### src/hdl/rco_defs.vh
`ifndef RCO_DEFS_VH
`define RCO_DEFS_VH

// register byte addresses on the apb slave
`define RCO_ADDR_CTRL 12'h000
`define RCO_ADDR_STATUS 12'h004
`define RCO_ADDR_SYS 12'h008

// control register field positions
`define RCO_BIT_EN 15
`define RCO_BIT_SLP 13
`define RCO_BIT_SEL 12
`define RCO_DIV_HI 11
`define RCO_DIV_LO 8

// implemented bits of the control register and its reset value
`define RCO_CTRL_MASK 16'hbf00
`define RCO_CTRL_RESET 16'h0000

// system configuration register bit positions
`define RCO_SYS_KEEP 0
`define RCO_SYS_PRIM_MODE 1

`endif

### src/hdl/rco_refout.v
`timescale 1ns/1ps
`default_nettype none

`include "rco_defs.vh"

module rco_refout (
    input wire clk,
    input wire rst_n,
    input wire psel,
    input wire penable,
    input wire pwrite,
    input wire [11:0] paddr,
    input wire [31:0] pwdata,
    input wire [3:0] pstrb,
    output wire pready,
    output reg [31:0] prdata,
    output reg pslverr,
    input wire primary_osc_tick,
    input wire sys_clk_tick,
    input wire sleep_mode,
    output wire refout_pin,
    output wire refout_pin_oe,
    output wire primary_osc_power
);

    // ************************************************************
    // registers
    // ************************************************************
    reg [15:0] refout_control_reg;
    reg [1:0] sys_cfg_reg;
    reg [1:0] prim_sync_reg;
    reg [1:0] sys_sync_reg;
    reg [1:0] sleep_sync_reg;
    reg prim_last_reg;
    reg sys_last_reg;

    wire refout_output_enable = refout_control_reg[`RCO_BIT_EN];
    wire refout_run_in_sleep = refout_control_reg[`RCO_BIT_SLP];
    wire refout_source_select = refout_control_reg[`RCO_BIT_SEL];
    wire [3:0] refout_divisor = refout_control_reg[`RCO_DIV_HI:`RCO_DIV_LO];
    wire primary_osc_keep_alive = sys_cfg_reg[`RCO_SYS_KEEP];
    wire primary_mode = sys_cfg_reg[`RCO_SYS_PRIM_MODE];
    wire sleeping = sleep_sync_reg[1];
    // gate for the divider; declared here because the status read uses it
    wire run;

    // decodes a register address, used by both read and write paths
    function [1:0] reg_sel;
        input [11:0] addr;
        begin
            case (addr)
                `RCO_ADDR_CTRL: reg_sel = 2'h1;
                `RCO_ADDR_STATUS: reg_sel = 2'h2;
                `RCO_ADDR_SYS: reg_sel = 2'h3;
                default: reg_sel = 2'h0;
            endcase
        end
    endfunction

    // ************************************************************
    // apb slave, zero wait states
    // ************************************************************
    assign pready = 1'b1;
    wire access = psel && penable;
    wire [1:0] sel = reg_sel(paddr);

    // write path; reserved bits are masked so they never store
    always @(posedge clk or negedge rst_n) begin
        if (!rst_n) begin
            refout_control_reg <= `RCO_CTRL_RESET;
            sys_cfg_reg <= 2'h0;
        end else if (access && pwrite) begin
            if (sel == 2'h1) begin
                if (pstrb[1]) begin
                    refout_control_reg[15:8] <= pwdata[15:8] & 8'hbf;
                end
                refout_control_reg[7:0] <= 8'h00;
            end
            if (sel == 2'h3 && pstrb[0]) begin
                sys_cfg_reg <= pwdata[1:0];
            end
        end
    end

    // read path and error answer for unmapped addresses
    always @(posedge clk or negedge rst_n) begin
        if (!rst_n) begin
            prdata <= 32'h00000000;
            pslverr <= 1'b0;
        end else if (psel && !penable) begin
            pslverr <= (sel == 2'h0);
            case (sel)
                2'h1: prdata <= {16'h0000, refout_control_reg};
                2'h2: prdata <= {29'h00000000, primary_osc_power, run, refout_pin};
                2'h3: prdata <= {30'h00000000, sys_cfg_reg};
                default: prdata <= 32'h00000000;
            endcase
        end
    end

    // ************************************************************
    // input synchronisers for asynchronous tick and sleep inputs
    // ************************************************************
    always @(posedge clk or negedge rst_n) begin
        if (!rst_n) begin
            prim_sync_reg <= 2'h0;
            sys_sync_reg <= 2'h0;
            sleep_sync_reg <= 2'h0;
            prim_last_reg <= 1'b0;
            sys_last_reg <= 1'b0;
        end else begin
            prim_sync_reg <= {prim_sync_reg[0], primary_osc_tick};
            sys_sync_reg <= {sys_sync_reg[0], sys_clk_tick};
            sleep_sync_reg <= {sleep_sync_reg[0], sleep_mode};
            prim_last_reg <= prim_sync_reg[1];
            sys_last_reg <= sys_sync_reg[1];
        end
    end

    // ************************************************************
    // base clock choice, sleep gating and oscillator power
    // ************************************************************
    // rising edges of each source; the system tick reflects whatever
    // source the core clock currently uses, so switches carry through
    wire prim_edge = prim_sync_reg[1] & ~prim_last_reg;
    wire sys_edge = sys_sync_reg[1] & ~sys_last_reg;
    // code zero must pass the base clock through, so every base edge toggles
    wire prim_any = prim_sync_reg[1] ^ prim_last_reg;
    wire sys_any = sys_sync_reg[1] ^ sys_last_reg;
    wire undivided = (refout_divisor == 4'h0);
    wire prim_base = undivided ? prim_any : prim_edge;
    wire sys_base = undivided ? sys_any : sys_edge;
    wire base_tick = refout_source_select ? prim_base : sys_base;

    // sleep needs both bits since the system clock stops in sleep
    wire sleep_ok = refout_run_in_sleep && refout_source_select;
    // no oscillator mode is checked here, so run stays high in sleep even while primary_osc_power is low
    assign run = refout_output_enable && (!sleeping || sleep_ok);

    assign primary_osc_power = !sleeping || primary_mode || primary_osc_keep_alive;

    wire div_out;

    rco_divider u_div (
        .clk(clk),
        .rst_n(rst_n),
        .run(run),
        .base_tick(base_tick),
        .div_code(refout_divisor),
        .clk_out(div_out)
    );

    // pin driven low while stopped, only divided clock when running
    assign refout_pin = run & div_out;
    assign refout_pin_oe = refout_output_enable;

endmodule

`default_nettype wire

### src/hdl/rco_divider.v
`timescale 1ns/1ps
`default_nettype none

// ****************************************************************
// power-of-two divider running on the selected base clock tick
// ****************************************************************
module rco_divider (
    input wire clk,
    input wire rst_n,
    input wire run,
    input wire base_tick,
    input wire [3:0] div_code,
    output reg clk_out
);

    reg [14:0] count_reg;

    // count ticks; toggle output when the count hits half the period
    always @(posedge clk or negedge rst_n) begin
        if (!rst_n) begin
            count_reg <= 15'h0000;
            clk_out <= 1'b0;
        end else if (!run) begin
            // restart from a known low state so re-enable starts cleanly
            count_reg <= 15'h0000;
            clk_out <= 1'b0;
        end else if (base_tick) begin
            if (div_code == 4'h0) begin
                // undivided: the tick marks both base edges, so the pin copies the base
                clk_out <= ~clk_out;
            end else if (count_reg >= ((15'h0001 << (div_code - 4'h1)) - 15'h0001)) begin
                count_reg <= 15'h0000;
                clk_out <= ~clk_out;
            end else begin
                count_reg <= count_reg + 15'h0001;
            end
        end
    end

endmodule

`default_nettype wire

### config.mk
export PLATFORM = sky130hd
export DESIGN_NAME = rco_refout
export DESIGN_NICKNAME = d
export VERILOG_FILES = /design/src/hdl/rco_refout.v /design/src/hdl/rco_divider.v
export VERILOG_INCLUDE_DIRS = /design/src /design/src/hdl
export SDC_FILE = /design/constraint.sdc
export NUM_CORES = 1
export LEC_CHECK = 0
export ABC_AREA = 1
export BUFFER_PORTS_ARGS = -buffer_cell sky130_fd_sc_hd__buf_4
export CAP_MARGIN = 20
export CORE_MARGIN = 2
export CORE_UTILIZATION = 56
export CTS_CLUSTER_SIZE = 14
export DETAILED_ROUTE_END_ITERATION = 7
export HOLD_SLACK_MARGIN = 0.1
export PLACE_DENSITY_LB_ADDON = 0.15
export SLEW_MARGIN = 20
export SYNTH_ARGS = -nofsm -noshare
export SYNTH_HDL_FRONTEND = slang
export SYNTH_SLANG_ARGS = --single-unit
### constraint.sdc
create_clock -name clk -period 4.6 [get_ports clk]
set_clock_uncertainty 0.05 [all_clocks]
set_input_delay 0.92 -clock clk [delete_from_list [all_inputs] [get_ports clk]]
set_output_delay 0.92 -clock clk [all_outputs]
set_load 0.01 [all_outputs]
==> results of run 1 <==
==> cell type report <==
cell class / instances / area share
multi-input cells: 318 / 0.485
flip-flops and latches: 44 / 0.311
repair buffers: 44 / 0.0933
inverters: 47 / 0.0505
well taps: 72 / 0.0255
clock buffers: 6 / 0.0233
clock inverters: 2 / 0.0110
==> logic make-up after synthesis <==
kind of cell	synth area share
adders and majority gates	0.0755
DFF	0.350
buffers and inverters	0.130
xor gates and xnor gates	0.0445
other	0.00238
AOI/OAI and AO/OA	0.0572
and+or+nand+nor	0.341
==> power by group <==
| group | switching, µW | internal [µW] |
|---|---|---|
| combinational | 33.0 | 23.7 |
| sequential | 2.03 | 391 |
| clock | 136 | 178 |
==> worst max-delay path: stages (launching register included) <==
cell	delay, ps
dfrtp_1	470
inv_1	110
nand2_1	130
inv_1	70
nand2_1	80
ha_1	210
a21boi_2	270
o211ai_1	180
nor2_1	190
nand3_1	90
nand2_1	80
inv_1	40
ha_1	280
nand2_1	100
inv_2	40
nand2_1	50
nand2_1	50
a21oi_1	240
nand3_1	300
nor2_4	310
nand3_1	110
nand2_1	70
==> metal layers <==
metal | global-route usage | vias to the layer above | part of all wire
met5 | 0 | - | 0
met2 | 0.362 | 89 | 0.47
met4 | 0.0603 | 0 | 0.010
li1 | - | 1364 | -
met3 | 0.0375 | 7 | 0.066
met1 | 0.282 | 1252 | 0.45
==> cell usage after synthesis <==
library cell,number
a21boi_2,1
a21oi_1,7
and2_1,1
buf_1,1
buf_2,1
buf_4,26
buf_6,2
clkbuf_1,1
conb_1,2
dfrtp_1,44
ha_1,19
inv_1,43
inv_2,3
inv_4,1
nand2_1,128
nand2_2,1
nand2_4,2
nand3_1,41
nand3_2,2
nand3_4,1
nand3b_1,1
nand4_1,7
nand4_2,1
nor2_1,40
nor2_4,2
nor2_8,1
nor3_2,1
nor4_1,2
nor4_4,1
o211ai_1,2
o21a_1,1
o21ai_0,4
o21ai_1,3
o21ai_2,6
o21ai_4,1
o31ai_1,1
or2_2,1
or3b_2,1
xnor2_1,4
xor2_1,12
==> worst max-delay path by stage <==
stage	from	endpoint	slack (ps)	cells past startpoint
finish	refout_control_reg[9]	u_div.count_reg[13]	1010	21
global route	refout_control_reg[9]	u_div.count_reg[9]	660	21
CTS	refout_control_reg[9]	u_div.count_reg[13]	1080	21
detailed placement	refout_control_reg[9]	u_div.count_reg[13]	1100	21
global placement	refout_control_reg[11]	u_div.count_reg[8]	1150	19
floorplan	refout_control_reg[9]	u_div.count_reg[0]	1680	21
==> metrics by stage <==
step,util,setup WS [ps],std cells
after floorplan,-,1680,440
after global placement,0.625,1150,525
after detailed placement,0.625,1100,525
after CTS,0.647,1080,533
after global routing,0.647,662,533
final,0.647,1010,533
==> flow_metrics.tcl, run 1 <==
set metrics [dict create \
    cts_made_buffers 5 \
    synth_area_leaders "dfrtp_1 (35%), nand2_1 (15%), ha_1 (7.5%), nand3_1 (6.5%), buf_4 (6.2%)" \
    drive_above_1_share 0.169 \
    final_antenna_net_count 0 \
    largest_reg_flops 15 \
    outcome "finished, final reports clean" \
    final_cell_mix "nand2_1 (128), buf_4 (44), dfrtp_1 (44)" \
    place_hpwl_um 4930 \
    finalHoldViolations 0 \
    multi_input_area_um2 1720 \
    setup_viol 0 \
    htreeDepth 2 \
    finalCritPeriodShare 0.780 \
    final_common_cell "nand2_1" \
    ys_ff_latch 44 \
    total_power_uw 763 \
    place_area_um2 3420 \
    routed_wl_um 6320 \
    port_buffers 44 \
    crit_type "flip-flop to flip-flop" \
    rsz0062_at_grt "no" \
    num_vias 2712 \
    irDropWorstVdd_mv 0.162 \
    max_freq_ghz 0.279 \
    netlist_instances 419 \
    track_usage 0.214 \
    powerDensity_nw_per_um2 216 \
    cts_hold_buffers 0 \
    hold_depth 0 \
    remaining_drc_errors 0 \
    antenna_cells 0 \
    start_util 0.575 \
    cp_max_fo 10 \
    leakage_uw 0.00201 \
    rows 27 \
    critPathLaunchType "flip-flop" \
    cts_root_buf "clkbuf_8" \
    ys.warnings.count 0 \
    die_area_um2 6240 \
    maxCapViolCount 0 \
    clockBufferDepth 2 \
    first_iter_violations 141 \
    yosysTopAreaCellShare 0.350 \
    worstReg2RegEnd "u_div.count_reg[13]" \
    grt_antenna_before_repair 0 \
    core_area_um2 5470 \
    register_area_um2 1100 \
    nets 535 \
    avgRoutedWirePerCell_um 11.9 \
    postCtsSetupBuffers 0 \
    cts_tree "yes" \
    clk_pin_slew_worst_paths_ps 90 \
    r2r_start "refout_control_reg[9]" \
    grt_overflow 0 \
    avgSynthCellArea_um2 7.52 \
    cp_data_required_time_ps 4790 \
    drt-pass1-iter-count 6 \
    period_minus_slack_ps 3590 \
    clk_latency_ps 300 \
    cts_resized 0 \
    slew_headroom 0.528 \
    area_growth_pct 12.4 \
    cts.sinks 44 \
    grt_max_degree 45 \
    min_to "prim_sync_reg[1]" \
    hold_start "prim_sync_reg[0]" \
    dieWidth_um 79.0 \
    yosys.area.top_type "dfrtp_1" \
    ff2ff_path_depth 21 \
    final_cell_area_um2 3540 \
    slew_violations 0 \
    grt_pass1_wl_um 10600 \
    io_pins 93 \
    crit_path_end_kind "flip-flop" \
    tightest_slew_ps 705 \
    netlist_area_um2 3150 \
    totalNegativeSetupSlack_ps 0 \
    min_path_type "flip-flop to flip-flop" \
    die_h_um 79.0 \
    grt_pass1_vias 2356 \
    vias_per_cell 5.09 \
    fillers 486 \
    gp_congestion 0.872 \
    crit_arrival_ps 3780 \
    whs_ps 305 \
    synth_cell_types 40 \
    r2r_setup_slack_ps 1010 \
    yosysSeqAreaShare 0.350 \
]
Power figures use the tool's default switching activity.
==> run 2: changes to the inputs <==
CORE_UTILIZATION = 47   (was 56)
clock period = 2.9 ns   (was 4.6 ns; I/O delays follow)
==> run 2 against run 1 <==
  * The run now ends with setup timing left
  * Clock power rose by 41%
  * Sequential share of layout area decreased by 2.9 points
  * Register-to-register slack lost 1000 ps
  * Critical path type unchanged
  * Critical endpoint is now u_div.count_reg[10]
  * Highest routed layer unchanged
==> flow_metrics.tcl, run 2 (synthesis results as in run 1) <==
set metrics [dict create \
    outcome "finished, violations left" \
    violations "setup timing" \
    final_common_cell "nand2_1" \
    clk_latency_ps 290 \
    critPathBufInv 3 \
    vias_per_cell 4.87 \
    finalCritPeriodShare 1.00 \
    io_pins 93 \
    slew_violations 0 \
    grt_overflow 0 \
    p_int_uw 907 \
    clockBufferDepth 2 \
    cts.sinks 44 \
    grt_pass1_vias 2455 \
    whs_ps 225 \
    dieWidth_um 85.9 \
    tightest_slew_ps 561 \
    crit_arrival_ps 3090 \
    p_sw_uw 251 \
    first_iter_violations 222 \
    cp_slowest_cell "dfrtp_1" \
    powerDensity_nw_per_um2 296 \
    cts_tree "yes" \
    setup_viol 1 \
    r2r_setup_slack_ps -10 \
    drt-pass1-iter-count 6 \
    place_hpwl_um 5120 \
    maxCapViolCount 0 \
    track_usage 0.191 \
    slowest_delay_ps 450 \
    largest_reg_flops 15 \
    critPathTopFamily "simple AND/OR/NAND/NOR gates" \
    core_area_um2 6420 \
    slew_headroom 0.626 \
    rows 29 \
    leakage_uw 0.00222 \
    final_antenna_net_count 0 \
    cp_data_required_time_ps 3080 \
    crit_type "flip-flop to flip-flop" \
    cp_max_fo 5 \
    die_h_um 85.9 \
    register_area_um2 1100 \
    finalHoldViolations 0 \
    grt_max_degree 45 \
    avgRoutedWirePerCell_um 12.1 \
    antenna_cells 0 \
    critPathLaunchType "flip-flop" \
    power_frac_clock 0.382 \
    drive_above_1_share 0.272 \
    total_power_uw 1160 \
    rsz0062_at_grt "yes" \
    layout_setup_ws_ps -9.81 \
    die_area_um2 7370 \
    power_frac_seq 0.538 \
    swShare 0.217 \
    min_path_type "primary input to asynchronous set/reset pin" \
    grt_pass1_wl_um 11300 \
    multi_input_area_um2 1880 \
    crit_top_cell "nand2_1" \
    num_vias 2757 \
    grt_antenna_before_repair 0 \
    fillers 598 \
    area_growth_pct 24.2 \
    routed_wl_um 6860 \
    start_util 0.490 \
    max_freq_ghz 0.344 \
    port_buffers 44 \
    remaining_drc_errors 0 \
    crit_chain "nor2_8, nand2_1, ha_4, a21boi_4, o211ai_1, buf_4, buf_4, xnor2_2, ha_1, nand2_1, nand2_1, nand2_2, nand2_2, a21oi_4, nand3_4, buf_6, nor2_2, nand3_1, nand2_1" \
    period_minus_slack_ps 2910 \
    gp_congestion 0.851 \
    pwr-share-comb 0.080 \
    cts_made_buffers 5 \
    cts_root_buf "clkbuf_8" \
    crit_path_end_kind "flip-flop" \
    nets 565 \
    cts_hold_buffers 0 \
    htreeDepth 2 \
    irDropWorstVdd_mv 0.258 \
    final_cell_mix "nand2_1 (119), buf_4 (71), dfrtp_1 (43)" \
    clk_pin_slew_worst_paths_ps 80 \
]
run 2: cell count changes in the layout (fill, tap and decap cells not counted), sizes merged:
cell | before | now
clkinv | 1 | 0
buf | 44 | 73
nor2 | 43 | 44
clkbuf | 6 | 5
run 2: power groups by stage:
stage / combinational (µW) / sequential [µW] / clock (µW)
finish: 92.4 / 623 / 442
floorplan: 60.9 / 636 / 0
global route: 106 / 624 / 481
detailed placement: 93.2 / 635 / 0
CTS: 93.6 / 623 / 456
global placement: 92.0 / 635 / 0
run 2: per-stage QoR:
stage / area (µm²) / setup TNS [ps] / instances / utilization / worst slack, ps
finish: 3910 / -9.81 / 566 / 0.609 / -9.81
global route: 3910 / -2020 / 566 / 0.609 / -180
CTS: 3750 / 0 / 561 / 0.584 / 10.4
detailed placement: 3600 / -453 / 553 / 0.561 / -60.2
global placement: 3600 / -456 / 553 / 0.561 / -49.2
floorplan: 3230 / 0 / 440 / - / 1.26
run 2: layer usage:
layer	vias up	wire [µm]	global-route usage
met3	2	227	0.0298
li1	1425	-	-
met1	1263	3340	0.280
met4	0	29	0.0462
met2	67	3260	0.298
met5	-	0	0
run 2: path summary, 6_finish.rpt:
path                                   startpoint                      to  cells after the start
min in group clk                 prim_sync_reg[0]        prim_sync_reg[1]                      0
min                                         rst_n     u_div.count_reg[12]                      1
max in group asynchronous                   rst_n  refout_control_reg[10]                      1
max                        refout_control_reg[11]     u_div.count_reg[10]                     19
max reg2reg                refout_control_reg[11]     u_div.count_reg[10]                     19
min reg2reg                      prim_sync_reg[0]        prim_sync_reg[1]                      0
run 2: timing repair:
action                                  CTS  global route
gates cloned                              1             0
pin swaps                                 4            23
buffers inserted                          1             6
resized for setup                         8            33
endpoints found under the setup margin   15            16
run 2: layout make-up:
type,count,share of cell area
clock buffer,5,0.0176
clock inverter,1,0.00768
inverter,47,0.0457
multi-input combinational,319,0.480
sequential,44,0.282
tap,77,0.0246
timing repair buffer,73,0.142
==> run 3: changes to the inputs <==
BUFFER_PORTS_ARGS = unset   (was -buffer_cell sky130_fd_sc_hd__buf_4)
CORE_UTILIZATION = 58   (was 47)
DONT_BUFFER_PORTS = 1   (was unset)
==> run 3 against run 2 <==
  * The run now ends clean
  * Sequential cell count did not move
  * Fmax rose by 1.4%
  * Power fell by 8.7%
  * First-iteration DRC count fell by 23%
  * Die area fell by 18%
  * Core utilization rose by 8.6 points
  * Clock power fell by 16%
  * Largest cell class unchanged
  * Largest power group unchanged
==> flow_metrics.tcl, run 3 (synthesis results as in run 1) <==
set metrics [dict create \
    clk_latency_ps 300 \
    slowest_delay_ps 450 \
    maxCapViolCount 0 \
    port_buffers 0 \
    finalCritPeriodShare 0.990 \
    cp_max_fo 5 \
    slew_headroom 0.560 \
    htreeDepth 2 \
    clockBufferDepth 2 \
    slew_violations 0 \
    num_vias 2635 \
    vias_per_cell 5.10 \
    clk_pin_slew_worst_paths_ps 90 \
    cts.sinks 44 \
    remaining_drc_errors 0 \
    die_area_um2 6030 \
    grt_max_degree 45 \
    first_iter_violations 171 \
    cp_slowest_cell "dfrtp_2" \
    tightest_slew_ps 658 \
    cts_made_buffers 5 \
    antenna_cells 0 \
    place_hpwl_um 4960 \
    io_pins 93 \
    max_freq_ghz 0.348 \
    crit_path_end_kind "flip-flop" \
    crit_top_cell "nand2_1" \
    area_growth_pct 14.2 \
    setup_viol 0 \
    nets 522 \
    final_antenna_net_count 0 \
    fin_util 0.695 \
    drt-pass1-iter-count 4 \
    grt_overflow 0 \
    crit_type "flip-flop to flip-flop" \
    final_cell_mix "nand2_1 (119), dfrtp_1 (42), inv_1 (39)" \
    place_area_um2 3240 \
    min_path_type "primary input to flip-flop" \
    drive_above_1_share 0.208 \
    totalNegativeSetupSlack_ps 0 \
    track_usage 0.235 \
    critPathLaunchType "flip-flop" \
    die_h_um 77.7 \
    critPathBufInv 3 \
    leakage_uw 0.00199 \
    core_area_um2 5170 \
    grt_pass1_vias 2520 \
    rsz0062_at_grt "yes" \
    whs_ps 249 \
    outcome "finished, final reports clean" \
    start_util 0.609 \
    rows 26 \
    final_cell_area_um2 3600 \
    grt_antenna_before_repair 0 \
    avgRoutedWirePerCell_um 13.2 \
    gp_congestion 0.834 \
    dieWidth_um 77.7 \
    final_common_cell "nand2_1" \
    critPathTopFamily "simple AND/OR/NAND/NOR gates" \
    grt_pass1_wl_um 11300 \
    crit_chain "nor2_8, nand2_1, ha_4, a21boi_4, o211ai_1, nor2_1, xor2_1, ha_1, nand2_1, inv_1, buf_4, nand2_2, nor2_1, nand2_1, nand3_4, buf_6, nor2_1, nand3_1, nand2_1" \
    routed_wl_um 6810 \
    finalHoldViolations 0 \
    crit_arrival_ps 3000 \
    cts_root_buf "clkbuf_8" \
    period_minus_slack_ps 2870 \
    largest_reg_flops 15 \
    cts_tree "yes" \
    irDropWorstVdd_mv 0.232 \
    cp_data_required_time_ps 3030 \
    powerDensity_nw_per_um2 294 \
]
==> run 3: area by class of cell <==
| class | instances | area, µm² |
|---|---|---|
| multi-input combinational | 319 | 1880 |
| sequential | 44 | 1100 |
| clock inverter | 2 | 12.5 |
| clock buffer | 5 | 68.8 |
| timing repair buffer | 30 | 263 |
| tap | 70 | 87.6 |
| fill | 423 | 1580 |
| inverter | 47 | 181 |
==> run 3: through the flow <==
stage          setup slack [ps]  std cells  total power (µW)
2_1_floorplan              1.26        440               697
3_3_place_gp              -47.8        499               679
3_5_place_dp               -157        499               679
4_1_cts                    1.75        512              1070
5_1_grt                    -161        517              1110
6_report                   29.3        517              1060
==> run 3: worst paths after layout <==
path,from,endpoint,slack (ps),cells after the start
min in group asynchronous,rst_n,u_div.count_reg[14],730,2
max reg2reg,refout_control_reg[10],u_div.count_reg[4],30,19
max in group asynchronous,rst_n,refout_control_reg[10],1830,2
max,refout_control_reg[10],u_div.count_reg[4],30,19
min,primary_osc_tick,prim_sync_reg[0],250,0
min reg2reg,prim_sync_reg[0],prim_sync_reg[1],310,0
==> run 3: timing repair <==
action                                 4_1_cts  5_1_grt
gates resized for setup                     14       31
gates cloned                                 1        0
hold buffers                                 2        0
buffers inserted                             3        5
setup endpoints to repair                   16       16
pin swaps                                   11       21
endpoints found under the hold margin       44        0
==> run 3: per-layer routing <==
layer	GRT usage	vias to the layer above	share of wire	wire, µm
li1	-	1342	-	-
met1	0.317	1223	0.45	3070
met2	0.391	64	0.49	3320
met3	0.0488	6	0.053	364
met4	0.0500	0	0.0079	54
met5	0	-	0	0
==> run 3: report_power, final <==
group | total, µW | switching (µW) | internal [µW]
combinational | 60.2 | 44.8 | 15.3
sequential | 625 | 4.40 | 620
clock | 372 | 209 | 163
